### config.mk
export PLATFORM = sky130hd
export DESIGN_NAME = pmdb_bank
export DESIGN_NICKNAME = d
export VERILOG_FILES = /design/src/pmdb_pkg.sv /design/src/pmdb_wake.sv /design/src/pmdb_bank.sv
export SDC_FILE = /design/constraint.sdc
export NUM_CORES = 1
export LEC_CHECK = 0
export ABC_AREA = 1
export BUFFER_PORTS_ARGS = -buffer_cell sky130_fd_sc_hd__buf_2
export CAP_MARGIN = 20
export CELL_PAD_IN_SITES_DETAIL_PLACEMENT = 1
export CELL_PAD_IN_SITES_GLOBAL_PLACEMENT = 1
export CORE_AREA = 2 2 320 322
export DETAILED_ROUTE_END_ITERATION = 10
export DIE_AREA = 0 0 322 324
export GPL_ROUTABILITY_DRIVEN = 0
export GPL_TIMING_DRIVEN = 1
export PLACE_DENSITY = 0.56
export SLEW_MARGIN = 0
export SYNTH_ARGS = -nofsm -noshare
export SYNTH_HDL_FRONTEND = slang
export SYNTH_HIERARCHICAL = 1
export SYNTH_SLANG_ARGS = --single-unit
### constraint.sdc
create_clock -name clk_i -period 3.6 [get_ports clk_i]
set_clock_uncertainty 0.1 [all_clocks]
set_input_delay 0.18 -clock clk_i [delete_from_list [all_inputs] [get_ports clk_i]]
set_output_delay 0.18 -clock clk_i [all_outputs]
set_load 0.1 [all_outputs]
### src/pmdb_pkg.sv
// Package for the peripheral module disable bank.
// Assumes byte-wide registers placed one per Wishbone word.
package pmdb_pkg;
  // Register indices as printed; the byte address is four times the index
  localparam logic [11:0] PMDB_IDX_CTRL0 = 12'h796;
  localparam logic [11:0] PMDB_IDX_CTRL1 = 12'h797;
  localparam logic [11:0] PMDB_IDX_CTRL2 = 12'h798;
  localparam logic [11:0] PMDB_IDX_CTRL3 = 12'h799;
  localparam logic [11:0] PMDB_IDX_CTRL4 = 12'h79a;
  localparam logic [11:0] PMDB_IDX_CTRL5 = 12'h79b;
  localparam logic [11:0] PMDB_IDX_CTRL6 = 12'h79c;
  localparam logic [11:0] PMDB_IDX_CTRL7 = 12'h79d;
  localparam int          PMDB_NREG      = 8;
  // Writable bit masks, unimplemented positions clear
  localparam logic [7:0] PMDB_MASK0 = 8'hc7;
  localparam logic [7:0] PMDB_MASK1 = 8'h7f;
  localparam logic [7:0] PMDB_MASK2 = 8'h80;
  localparam logic [7:0] PMDB_MASK3 = 8'h67;
  localparam logic [7:0] PMDB_MASK4 = 8'h6f;
  localparam logic [7:0] PMDB_MASK5 = 8'h60;
  localparam logic [7:0] PMDB_MASK6 = 8'h11;
  localparam logic [7:0] PMDB_MASK7 = 8'h3f;
  localparam logic [7:0] PMDB_RESET = 8'h00;
  // Field positions in control register 0
  localparam int PMDB_B_SYSCLK = 7;
  localparam int PMDB_B_VREF   = 6;
  localparam int PMDB_B_MEM    = 2;
  localparam int PMDB_B_REFCLK = 1;
  localparam int PMDB_B_PINCHG = 0;
  // Register 2..7 field positions
  localparam int PMDB_B_NCO    = 7;
  localparam int PMDB_B_DAC    = 6;
  localparam int PMDB_B_ADC    = 5;
  localparam int PMDB_B_CMP2   = 2;
  localparam int PMDB_B_CMP1   = 1;
  localparam int PMDB_B_ZCD    = 0;
  localparam int PMDB_B_PWM7   = 6;
  localparam int PMDB_B_PWM6   = 5;
  localparam int PMDB_B_WG2    = 6;
  localparam int PMDB_B_WG1    = 5;
  localparam int PMDB_B_ASER   = 4;
  localparam int PMDB_B_SSER   = 0;
  localparam int PMDB_B_SMT    = 5;
  localparam int PMDB_B_DSM    = 0;
  // Wake-up guard after re-enable: one instruction cycle, 4 system clocks
  localparam int PMDB_WAKE_CYC = 4;
  // Memory controller settle time after re-enable, in ns
  localparam int PMDB_MEM_WAKE_NS = 1000;
  localparam int PMDB_CLK_NS      = 20;
  localparam int PMDB_MEM_WAKE_CYC = PMDB_MEM_WAKE_NS / PMDB_CLK_NS;
endpackage : pmdb_pkg

### src/pmdb_wake.sv
// Per-module re-enable stretcher: holds a release-pending flag for a
// fixed number of cycles after a disable bit falls.
// Assumes the disable level is from the same clock domain.
`timescale 1ns/1ps
`default_nettype none
module pmdb_wake #(
  parameter int CYC = 4                 // Countdown length; held reset lasts one cycle longer after enable
) (
  input  wire logic clk_i,              // System clock
  input  wire logic rst_i,              // Synchronous reset
  input  wire logic off_i,              // Disable level from the bank
  output logic      hold_o              // Module still in reset
);
  localparam int CW = $clog2(CYC + 1);
  logic [CW-1:0] cnt_ff;                // Remaining held cycles
  logic          off_d_ff;              // Previous disable level

  // Count down after the falling edge of the disable bit
  always_ff @(posedge clk_i) begin
    if (rst_i) begin
      cnt_ff   <= '0;
      off_d_ff <= 1'b0;
    end else begin
      off_d_ff <= off_i;
      if (off_i) begin
        cnt_ff <= '0;
      end else if (off_d_ff) begin
        cnt_ff <= CW'(CYC);
      end else if (cnt_ff != '0) begin
        cnt_ff <= cnt_ff - 1'b1;
      end
    end
  end

  // Reset held while disabled and for the release window
  assign hold_o = off_i | off_d_ff | (cnt_ff != '0);
endmodule : pmdb_wake
`default_nettype wire

### src/pmdb_bank.sv
// Peripheral module disable bank: eight byte registers on classic
// Wishbone, driving clock gates and held resets for each peripheral.
// Assumes peripherals honour the gate and reset levels given here and
// forward their own register traffic through the filter ports below.
// Functional notes
// - Bit 7 reg0 stops peripheral system clock
// - Bit 6 reg0 disables voltage reference
// - Bit 2 reg0 blocks memory controller access
// - Bit 1 reg0 disables reference clock output
// - Bit 0 reg0 disables pin-change interrupts
// - Reg1 bits 0..6 disable timers 0..6
// - Reg2 bit 7 disables numeric oscillator
// - Reg3 disables DAC ADC comparators zero-cross
// - Reg4 disables PWM and capture units
// - Reg5 disables both waveform generators
// - Reg6 disables async and sync serial
// - Reg7 disables measure timer, cells, modulator
// - All disable bits reset to zero
// - Disabled module gated, reset, reads zero; measurement timer only gated and reset
// - Re-enabled module restarts from reset state
`timescale 1ns/1ps
`default_nettype none
module pmdb_bank #(
  parameter int WAKE_CYC     = pmdb_pkg::PMDB_WAKE_CYC,
  parameter int MEM_WAKE_CYC = pmdb_pkg::PMDB_MEM_WAKE_CYC
) (
  input  wire logic        clk_i,          // System clock, 50 MHz
  input  wire logic        rst_i,          // Synchronous reset
  // Wishbone classic slave
  input  wire logic        wb_cyc_i,       // Bus cycle
  input  wire logic        wb_stb_i,       // Strobe
  input  wire logic        wb_we_i,        // Write enable
  input  wire logic [13:0] wb_adr_i,       // Byte address
  input  wire logic [3:0]  wb_sel_i,       // Byte lanes
  input  wire logic [31:0] wb_dat_i,       // Write data
  output logic [31:0]      wb_dat_o,       // Read data
  output logic             wb_ack_o,       // Acknowledge
  // Clock network and per-module gate enables, high runs the clock
  output logic             sysclk_en_o,    // Peripheral system clock
  output logic             vref_clk_en_o,
  output logic             mem_clk_en_o,
  output logic             refclk_clk_en_o,
  output logic             pinchg_clk_en_o,
  output logic [6:0]       timer_clk_en_o,
  output logic             nco_clk_en_o,
  output logic [4:0]       ana_clk_en_o,   // zcd,cmp1,cmp2,adc,dac
  output logic [5:0]       pwm_clk_en_o,   // ccp1..4,pwm6,pwm7
  output logic [1:0]       wavegen_clk_en_o,
  output logic [1:0]       serial_clk_en_o, // sync, async
  output logic [5:0]       logic_clk_en_o, // dsm,cell1..4,smt
  // Held resets, high holds the module in reset
  output logic             vref_rst_o,
  output logic             mem_rst_o,
  output logic             refclk_rst_o,
  output logic             pinchg_rst_o,
  output logic [6:0]       timer_rst_o,
  output logic             nco_rst_o,
  output logic [4:0]       ana_rst_o,
  output logic [5:0]       pwm_rst_o,
  output logic [1:0]       wavegen_rst_o,
  output logic [1:0]       serial_rst_o,
  output logic [5:0]       logic_rst_o,
  // Peripheral register access filter, flat index of 32 modules, measurement timer not included
  input  wire logic [31:0] mod_wr_req_i,   // Write attempt per module
  output logic [31:0]      mod_wr_ok_o,    // Write allowed per module
  input  wire logic [255:0] mod_rd_dat_i,  // Read byte per module
  output logic [255:0]     mod_rd_dat_o,   // Filtered read byte
  input  wire logic [31:0] mod_dout_i,     // Digital output per module
  output logic [31:0]      mod_dout_o,     // Filtered digital output
  // Memory controller path
  input  wire logic        mem_req_i,      // Memory read/write request
  output logic             mem_grant_o,    // Request may proceed
  input  wire logic        mem_ctl_wr_i,   // Control register write
  output logic             mem_ctl_wr_ok_o,
  input  wire logic [7:0]  mem_ptr_rd_i,   // Indirect pointer read data
  output logic [7:0]       mem_ptr_rd_o,   // Forced zero when off
  output logic             mem_ready_o     // Settle time has elapsed
);
  logic [7:0] reg_ff [pmdb_pkg::PMDB_NREG]; // Disable bytes
  logic       ack_ff;                       // One-cycle acknowledge
  logic [31:0] rdat_ff;                     // Registered read data
  logic [7:0]  mask [pmdb_pkg::PMDB_NREG];  // Implemented bits
  logic [11:0] idx;                         // Word index
  logic [2:0]  sel_reg;                     // Register number
  logic        hit;                         // Address maps to bank
  logic        acc;                         // New access this cycle
  logic [31:0] off_vec;                     // Flat per-module disable
  logic [31:0] hold_vec;                    // Flat per-module reset
  logic        smt_hold;                    // Stretched reset, meas timer
  logic [$clog2(MEM_WAKE_CYC+1)-1:0] mem_cnt_ff; // Memory settle count

  assign mask[0] = pmdb_pkg::PMDB_MASK0;
  assign mask[1] = pmdb_pkg::PMDB_MASK1;
  assign mask[2] = pmdb_pkg::PMDB_MASK2;
  assign mask[3] = pmdb_pkg::PMDB_MASK3;
  assign mask[4] = pmdb_pkg::PMDB_MASK4;
  assign mask[5] = pmdb_pkg::PMDB_MASK5;
  assign mask[6] = pmdb_pkg::PMDB_MASK6;
  assign mask[7] = pmdb_pkg::PMDB_MASK7;

  // Address decode: index is the word address
  assign idx = wb_adr_i[13:2];
  assign hit = (idx >= pmdb_pkg::PMDB_IDX_CTRL0) &&
               (idx <= pmdb_pkg::PMDB_IDX_CTRL7);
  assign sel_reg = 3'(idx - pmdb_pkg::PMDB_IDX_CTRL0);
  // Ack drops for one cycle so each request is taken once
  assign acc = wb_cyc_i & wb_stb_i & ~ack_ff;

  // Register writes, lane 0 only; masked bits stay zero
  always_ff @(posedge clk_i) begin
    if (rst_i) begin
      for (int i = 0; i < pmdb_pkg::PMDB_NREG; i++) begin
        reg_ff[i] <= pmdb_pkg::PMDB_RESET;
      end
    end else if (acc && wb_we_i && hit && wb_sel_i[0]) begin
      reg_ff[sel_reg] <= wb_dat_i[7:0] & mask[sel_reg];
    end
  end

  // Acknowledge every access, mapped or not, one cycle after strobe
  always_ff @(posedge clk_i) begin
    if (rst_i) begin
      ack_ff <= 1'b0;
    end else begin
      ack_ff <= acc;
    end
  end

  // Read data; unmapped addresses read zero
  always_ff @(posedge clk_i) begin
    if (rst_i) begin
      rdat_ff <= 32'h0000_0000;
    end else if (acc && !wb_we_i) begin
      rdat_ff <= hit ? {24'h00_0000, reg_ff[sel_reg] & mask[sel_reg]}
                     : 32'h0000_0000;
    end
  end

  assign wb_ack_o = ack_ff;
  assign wb_dat_o = rdat_ff;

  // Flatten disable bits into one per-module vector
  // 0 vref,1 mem,2 refclk,3 pinchg,4..10 timers,11 nco,
  // 12..16 zcd cmp1 cmp2 adc dac, 17..22 ccp1..4 pwm6 pwm7,
  // 23..24 wg1 wg2, 25 sync, 26 async, 27 dsm, 28..31 cells 1..4
  assign off_vec[0]     = reg_ff[0][pmdb_pkg::PMDB_B_VREF];
  assign off_vec[1]     = reg_ff[0][pmdb_pkg::PMDB_B_MEM];
  assign off_vec[2]     = reg_ff[0][pmdb_pkg::PMDB_B_REFCLK];
  assign off_vec[3]     = reg_ff[0][pmdb_pkg::PMDB_B_PINCHG];
  assign off_vec[10:4]  = reg_ff[1][6:0];
  assign off_vec[11]    = reg_ff[2][pmdb_pkg::PMDB_B_NCO];
  assign off_vec[12]    = reg_ff[3][pmdb_pkg::PMDB_B_ZCD];
  assign off_vec[13]    = reg_ff[3][pmdb_pkg::PMDB_B_CMP1];
  assign off_vec[14]    = reg_ff[3][pmdb_pkg::PMDB_B_CMP2];
  assign off_vec[15]    = reg_ff[3][pmdb_pkg::PMDB_B_ADC];
  assign off_vec[16]    = reg_ff[3][pmdb_pkg::PMDB_B_DAC];
  assign off_vec[20:17] = reg_ff[4][3:0];
  assign off_vec[21]    = reg_ff[4][pmdb_pkg::PMDB_B_PWM6];
  assign off_vec[22]    = reg_ff[4][pmdb_pkg::PMDB_B_PWM7];
  assign off_vec[23]    = reg_ff[5][pmdb_pkg::PMDB_B_WG1];
  assign off_vec[24]    = reg_ff[5][pmdb_pkg::PMDB_B_WG2];
  assign off_vec[25]    = reg_ff[6][pmdb_pkg::PMDB_B_SSER];
  assign off_vec[26]    = reg_ff[6][pmdb_pkg::PMDB_B_ASER];
  assign off_vec[27]    = reg_ff[7][pmdb_pkg::PMDB_B_DSM];
  assign off_vec[31:28] = reg_ff[7][4:1];

  // Per-module reset stretch and access filter
  genvar g;
  generate
    for (g = 0; g < 32; g++) begin : g_mod
      pmdb_wake #(
        .CYC    (WAKE_CYC)
      ) u_wake (
        .clk_i  (clk_i),
        .rst_i  (rst_i),
        .off_i  (off_vec[g]),
        .hold_o (hold_vec[g])
      );
      // Writes refused and reads zero while disabled
      assign mod_wr_ok_o[g] = mod_wr_req_i[g] & ~off_vec[g];
      assign mod_rd_dat_o[g*8 +: 8] =
        off_vec[g] ? 8'h00 : mod_rd_dat_i[g*8 +: 8];
      assign mod_dout_o[g] = mod_dout_i[g] & ~off_vec[g];
    end
  endgenerate

  // Measurement timer sits outside the flat vector but restarts the same
  pmdb_wake #(
    .CYC    (WAKE_CYC)
  ) u_smt_wake (
    .clk_i  (clk_i),
    .rst_i  (rst_i),
    .off_i  (reg_ff[7][pmdb_pkg::PMDB_B_SMT]),
    .hold_o (smt_hold)
  );

  // Clock gates follow the disable bit directly, resets are stretched
  assign sysclk_en_o      = ~reg_ff[0][pmdb_pkg::PMDB_B_SYSCLK];
  assign vref_clk_en_o    = ~off_vec[0];
  assign mem_clk_en_o     = ~off_vec[1];
  assign refclk_clk_en_o  = ~off_vec[2];
  assign pinchg_clk_en_o  = ~off_vec[3];
  assign timer_clk_en_o   = ~off_vec[10:4];
  assign nco_clk_en_o     = ~off_vec[11];
  assign ana_clk_en_o     = ~off_vec[16:12];
  assign pwm_clk_en_o     = ~off_vec[22:17];
  assign wavegen_clk_en_o = ~off_vec[24:23];
  assign serial_clk_en_o  = ~off_vec[26:25];
  assign logic_clk_en_o   = {reg_ff[7][pmdb_pkg::PMDB_B_SMT],
                             off_vec[31:28], off_vec[27]} ^ 6'h3f;
  assign vref_rst_o       = hold_vec[0];
  assign mem_rst_o        = hold_vec[1];
  assign refclk_rst_o     = hold_vec[2];
  assign pinchg_rst_o     = hold_vec[3];
  assign timer_rst_o      = hold_vec[10:4];
  assign nco_rst_o        = hold_vec[11];
  assign ana_rst_o        = hold_vec[16:12];
  assign pwm_rst_o        = hold_vec[22:17];
  assign wavegen_rst_o    = hold_vec[24:23];
  assign serial_rst_o     = hold_vec[26:25];
  assign logic_rst_o      = {smt_hold,
                             hold_vec[31:28], hold_vec[27]};

  // Memory settle counter: reports when data access is safe again
  always_ff @(posedge clk_i) begin
    if (rst_i) begin
      mem_cnt_ff <= '0;
    end else if (off_vec[1]) begin
      mem_cnt_ff <= ($clog2(MEM_WAKE_CYC+1))'(MEM_WAKE_CYC);
    end else if (mem_cnt_ff != '0) begin
      mem_cnt_ff <= mem_cnt_ff - 1'b1;
    end
  end

  // Memory controller blocked while off
  assign mem_grant_o     = mem_req_i & ~off_vec[1];
  assign mem_ctl_wr_ok_o = mem_ctl_wr_i & ~off_vec[1];
  assign mem_ptr_rd_o    = off_vec[1] ? 8'h00 : mem_ptr_rd_i;
  assign mem_ready_o     = ~off_vec[1] && (mem_cnt_ff == '0);
endmodule : pmdb_bank
`default_nettype wire

==> results.sh, run 1 <==
export IMPL_status="complete, no violations"
export IMPL_drtIter0Drc=482
export IMPL_clk_pin_slew_worst_paths_ns=0.09
export IMPL_die_y_um=324
export IMPL_synth_edff_count=52
export IMPL_ir_drop_v=0.000202
export IMPL_syn_area_per_cell_um2=6.43
export IMPL_power_mw=8.08
export IMPL_synth_area_top_cells="dfxtp_1 (22%), inv_1 (17%), nor2_1 (14%), edfxtp_1 (12%), ha_1 (10%)"
export IMPL_async_reset_ff_share_pct=0
export IMPL_layout_min_cycle_time_ns=2.67
export IMPL_wl_mm=56.0
export IMPL_cts_tree="done"
export IMPL_dieArea_um2=104000
export IMPL_drv_cap=0
export IMPL_via_count=14300
export IMPL_netSwitchingFraction_pct=50.6
export IMPL_num_fill_cells=12800
export IMPL_routedWlPerCell_um=13.4
export IMPL_syn_area_um2=13500
export IMPL_clkLatencyLatePin_ns=0.51
export IMPL_worst_r2r_path_depth=10
export IMPL_htreeDepth=4
export IMPL_slew_violations=0
export IMPL_hold_viol=0
export IMPL_pin_count=816
export IMPL_dp_hpwl_mm=46.7
export IMPL_row_count=117
export IMPL_tns_ns=0
export IMPL_antenna_found_initial=3
export IMPL_crit_fanout=8
export IMPL_drc=0
export IMPL_clock_sinks=199
export IMPL_synth_top_area_cell="dfxtp_1"
export IMPL_p_sw_mw=4.08
export IMPL_clockBufferDepth=2
export IMPL_antenna_cells=0
export IMPL_grt_max_degree=41
export IMPL_areaGrowthSynthToFinish_pct=43.4
export IMPL_core_area_um2=101000
export IMPL_via_per_inst=3.42
export IMPL_relSlewSlack_pct=37.4
export IMPL_power_frac_clock_pct=25.5
export IMPL_final_layout_size_suffix_gt1_share_pct=32.0
export IMPL_yosysSeqAreaShare_pct=33.3
export IMPL_port_buffers=762
export IMPL_final_common_cell="buf_2"
export IMPL_ys_flop_type="dfxtp_1"
export IMPL_synth_cells=2107
export IMPL_tightest_slew_ns=0.939
export IMPL_fin_nets=3349
export IMPL_grt_setup_unrepaired="false"
export IMPL_ys_ff_latch=199
export IMPL_fp_dieW_um=322
export IMPL_grt_pass1_wl_mm=80.8
export IMPL_cp_start_kind="register"
export IMPL_clock_root_buffer="clkbuf_16"
export IMPL_yosys_warnings=6
export IMPL_power_density_nw_per_um2=416
export IMPL_setup_worst_path_end_class="register"
export IMPL_post_dp_cell_area_um2=18800
export IMPL_setup_viol=0
export IMPL_grt_overflow_total=0
export IMPL_internal_power_mw=3.99
export IMPL_hold_depth=4
export IMPL_drtPass1Iterations=4
export IMPL_cp_arrival_ns=2.75
export IMPL_first_global_vias=13800
export IMPL_hp_class="in -> reg"
export IMPL_required_ns=3.68
export IMPL_total_leakage_power_nw=11.6
export IMPL_path_class="reg -> reg"
export IMPL_finalCritPeriodShare_pct=74.1
export IMPL_ant_nets=0
export IMPL_grt_usage_pct=10.4
export IMPL_layout_common_cells="buf_2 (761), inv_1 (608), nor2_1 (500)"
export IMPL_cts_resized=0
export IMPL_synth_cell_type_count=30
export IMPL_start_util_pct=13.4
export IMPL_clock_fmax_ghz=0.375
export IMPL_p_comb_share_pct=43.2
export IMPL_cts_buffers=17
export IMPL_final_area_um2=19400
export IMPL_synth_top_area_share_pct=21.7
export IMPL_seqPwrFrac_pct=31.3
final timing paths:
path | start | endpoint | slack, ns
worst max-delay path | wb_ack_o | reg_ff[1][0] | 0.93
worst min-delay path | wb_stb_i | wb_dat_o[7] | 0.07
worst max register to register | wb_ack_o | reg_ff[1][0] | 0.93
worst min register to register | g_mod[27].u_wake/cnt_ff[0] | g_mod[27].u_wake/cnt_ff[0] | 0.35
what timing repair did:
action                     in CTS  in global routing
setup buffers                   0                  0
setup endpoints to repair       0                  0
hold buffers                    5                  0
hold endpoints to repair       16                  0
cells in the mapped netlist, types with 27 or more instances:
cell,count
nor2_4,37
dfxtp_1,147
nand3_1,102
inv_1,608
ha_1,108
buf_4,27
clkbuf_1,38
edfxtp_1,52
nand2_1,298
inv_2,34
nor2_1,500
clkinv_4,33
a21oi_1,82
kinds of logic (layout without fill, tap and decap cells):
kind of cell,count (synthesis),in the layout,synth area share [%]
compound gates,94,94,3.49
xor+xnor,1,1,0.0647
other cells,1,24,0.0277
fa+ha+maj,108,108,9.98
buf+inv,744,1483,22.6
simple gates,960,960,30.5
flops,199,199,33.3
per-layer routing:
layer  part of all wire [%]  track usage [%]  up-vias
li1                       -                -     7415
met1                     43             12.3     6430
met2                     49             18.1      427
met3                    7.5             2.92       32
met4                    1.3             3.02        0
met5                      0                0        -
registers in the layout (all words and copies together), names as in the netlist:
register               flops
wb_dat_o                   8
g_mod.u_wake/cnt_ff       96
g_mod.u_wake/off_d_ff     32
mem_cnt_ff                 6
u_smt_wake/cnt_ff          3
wb_ack_o                   1
u_smt_wake/off_d_ff        1
reg_ff                    52
critical path: stages, from the launching register on:
cell	delay (ns)
dfxtp_1	0.32
inv_1	0.05
nand3_1	0.08
dlygate4sd3_1	0.56
inv_1	0.05
nand2_1	0.05
nor2_1	0.42
nand2_8	0.16
nor2_4	0.17
nand2_4	0.10
nand2_1	0.27
cell type report:
| cell class | count | area, um2 | area share, % |
|---|---|---|---|
| multi-input combinational | 1187 | 6060 | 31.2 |
| sequential | 199 | 4500 | 23.2 |
| timing repair buffer | 775 | 3930 | 20.2 |
| inverter | 676 | 2700 | 13.9 |
| tap | 1309 | 1640 | 8.44 |
| clock buffer | 17 | 425 | 2.19 |
| clock inverter | 15 | 153 | 0.786 |
through the flow:
| stage | util, % | hold WS, ns | worst slack (ns) | cells |
|---|---|---|---|---|
| 3_5_place_dp | 18.6 | 0.348 | 0.799 | 4141 |
| 2_1_floorplan | - | 0.152 | 1.19 | 2130 |
| 5_1_grt | 19.2 | 0.0723 | 0.734 | 4178 |
| 3_3_place_gp | 18.6 | 0.337 | 0.865 | 4141 |
| 6_report | 19.2 | 0.0699 | 0.931 | 4178 |
| 4_1_cts | 19.2 | 0.0151 | 0.811 | 4178 |
power groups by stage:
stage | Combinational, mW | Sequential [mW] | Clock, mW
detailed placement | 3.52 | 2.59 | 0
global route | 3.72 | 2.55 | 2.27
global placement | 3.49 | 2.59 | 0
floorplan | 2.84 | 2.52 | 0
finish | 3.49 | 2.53 | 2.06
CTS | 3.53 | 2.54 | 2.22
(Power assumes the default switching activity.)
==> run 2: changes to the inputs <==
--- a/config.mk
+++ b/config.mk
@@ -10,9 +10,9 @@
 export CAP_MARGIN = 20
 export CELL_PAD_IN_SITES_DETAIL_PLACEMENT = 1
 export CELL_PAD_IN_SITES_GLOBAL_PLACEMENT = 1
-export CORE_AREA = 2 2 320 322
+export CORE_AREA = 2 2 321 323
 export DETAILED_ROUTE_END_ITERATION = 10
-export DIE_AREA = 0 0 322 324
+export DIE_AREA = 0 0 323 325
 export GPL_ROUTABILITY_DRIVEN = 0
 export GPL_TIMING_DRIVEN = 1
 export PLACE_DENSITY = 0.56
==> constraint.sdc (replaced) <==
create_clock -name clk_i -period 2.5 [get_ports clk_i]
set_clock_uncertainty 0.1 [all_clocks]
set_input_delay 0.125 -clock clk_i [delete_from_list [all_inputs] [get_ports clk_i]]
set_output_delay 0.125 -clock clk_i [all_outputs]
set_load 0.1 [all_outputs]
==> results.sh, run 2 (synthesis gave the netlist of run 1 again) <==
export IMPL_cts_buffers=17
export IMPL_grt_max_degree=77
export IMPL_layout_min_cycle_time_ns=2.29
export IMPL_crit_start="reg_ff[1][5]"
export IMPL_netSwitchingFraction_pct=49.6
export IMPL_clock_fmax_ghz=0.436
export IMPL_ir_drop_v=0.000389
export IMPL_drtIter0Drc=520
export IMPL_hold_depth=7
export IMPL_setup_viol=0
export IMPL_cp_arrival_ns=2.07
export IMPL_first_global_vias=14300
export IMPL_dp_hpwl_mm=47.9
export IMPL_slew_violations=0
export IMPL_p_sw_mw=5.84
export IMPL_final_common_cell="buf_2"
export IMPL_reg2reg_from="wb_ack_o"
export IMPL_htreeDepth=4
export IMPL_antenna_found_initial=3
export IMPL_fp_dieW_um=323
export IMPL_hold_viol=0
export IMPL_grt_overflow_total=0
export IMPL_pin_count=816
export IMPL_finalCritPeriodShare_pct=91.7
export IMPL_power_density_nw_per_um2=596
export IMPL_wl_met1_mm=24.9
export IMPL_setup_worst_path_end_class="output port"
export IMPL_tns_ns=0
export IMPL_routedWlPerCell_um=13.4
export IMPL_worst_r2r_path_depth=9
export IMPL_port_buffers=762
export IMPL_total_leakage_power_nw=11.7
export IMPL_seqPwrFrac_pct=30.4
export IMPL_clock_root_buffer="clkbuf_16"
export IMPL_clockBufferDepth=2
export IMPL_power_frac_clock_pct=26.0
export IMPL_grt_setup_unrepaired="false"
export IMPL_fin_nets=3373
export IMPL_wl_met2_mm=27.9
export IMPL_grt_pass1_wl_mm=84.0
export IMPL_grt_usage_pct=10.7
export IMPL_wl_met3_mm=3.34
export IMPL_clk_pin_slew_worst_paths_ns=0.09
export IMPL_top_register="g_mod.u_wake/cnt_ff"
export IMPL_crit_fanout=14
export IMPL_drv_cap=0
export IMPL_areaGrowthSynthToFinish_pct=45.8
export IMPL_required_ns=2.28
export IMPL_layout_common_cells="buf_2 (760), inv_1 (608), nor2_1 (499)"
export IMPL_via_count=14400
export IMPL_highest_layer="met4"
export IMPL_final_layout_size_suffix_gt1_share_pct=32.7
export IMPL_status="complete, no violations"
export IMPL_die_y_um=325
export IMPL_clock_sinks=199
export IMPL_path_class="reg -> out"
export IMPL_largest_register_ffs=96
export IMPL_p_comb_share_pct=43.6
export IMPL_internal_power_mw=5.94
export IMPL_tightest_slew_ns=0.786
export IMPL_drc=0
export IMPL_reg_largest_list="g_mod.u_wake/cnt_ff x96, reg_ff x52, g_mod.u_wake/off_d_ff x32"
export IMPL_wl_mm=57.1
export IMPL_clkLatencyLatePin_ns=0.50
export IMPL_via_per_inst=3.37
export IMPL_hp_start="wb_adr_i[5]"
export IMPL_drtPass1Iterations=4
export IMPL_core_area_um2=101000
export IMPL_num_fill_cells=12800
export IMPL_start_util_pct=13.4
export IMPL_cts_tree="done"
export IMPL_worst_hold_slack_ns=0.0855
export IMPL_hp_class="in -> reg"
export IMPL_dieArea_um2=105000
export IMPL_ant_nets=0
export IMPL_relSlewSlack_pct=47.6
export IMPL_cp_start_kind="register"
export IMPL_row_count=117
[run 2: cell count changes in the layout (fill, tap and decap cells not counted), sizes merged]
cell | previous run | this run
buf | 770 | 795
inv | 651 | 649
diode | 0 | 3
clkbuf | 17 | 19
bufinv | 0 | 1
dlygate4sd3 | 5 | 4
clkinv | 39 | 38
[run 2: repair_timing]
item,CTS,global route
resized for setup,1,2
setup endpoints to repair,2,1
hold buffers,4,0
buffers inserted,2,0
hold endpoints to repair,7,0
[run 2: final cells by class]
class | instances | area [um2] | area share (%)
Multi-Input combinational cell | 1187 | 6060 | 30.7
Sequential cell | 199 | 4500 | 22.8
Timing Repair Buffer | 799 | 4130 | 20.9
Inverter | 676 | 2700 | 13.7
Tap cell | 1368 | 1710 | 8.67
Clock buffer | 19 | 454 | 2.30
Clock inverter | 13 | 174 | 0.881
Antenna cell | 3 | 7.51 | 0.0380
[run 2: stage by stage]
| step | cell area, um2 | util, % | power, mW | setup slack [ns] | instances |
|---|---|---|---|---|---|
| finish | 19700 | 19.5 | 11.8 | 0.207 | 4264 |
| global route | 19700 | 19.5 | 12.4 | 0.0215 | 4261 |
| CTS | 19700 | 19.5 | 12.1 | 0.0441 | 4261 |
| detailed placement | 19000 | 18.8 | 8.84 | 0.172 | 4223 |
| global placement | 19000 | 18.8 | 8.79 | 0.246 | 4223 |
| floorplan | 13600 | - | 7.72 | 0.146 | 2130 |
[run 2: critical path, cell delays in order, from the launching register on]
cell and delay (ns):
edfxtp_1 0.82, inv_1 0.14, nand3_1 0.14, buf_2 0.44
[run 2: layer usage]
metal | track usage, % | vias up
met4 | 3.11 | 0
met2 | 18.7 | 417
met1 | 12.9 | 6456
met5 | 0 | -
met3 | 2.33 | 38
li1 | - | 7448
[run 2: power groups by stage]
stage               Clock (mW)  Sequential [mW]  Combinational [mW]
floorplan                    0             3.63                4.10
global placement             0             3.66                5.13
detailed placement           0             3.67                5.17
CTS                       3.28             3.59                5.19
global route              3.35             3.61                5.48
finish                    3.06             3.58                5.13
[run 2: path summary, 6_finish.rpt]
path	endpoint	slack, ns
setup reg to reg	reg_ff[0][1]	0.36
hold reg to reg	g_mod[17].u_wake/cnt_ff[0]	0.36
setup / recovery	timer_rst_o[5]	0.21
hold / removal	wb_dat_o[6]	0.09
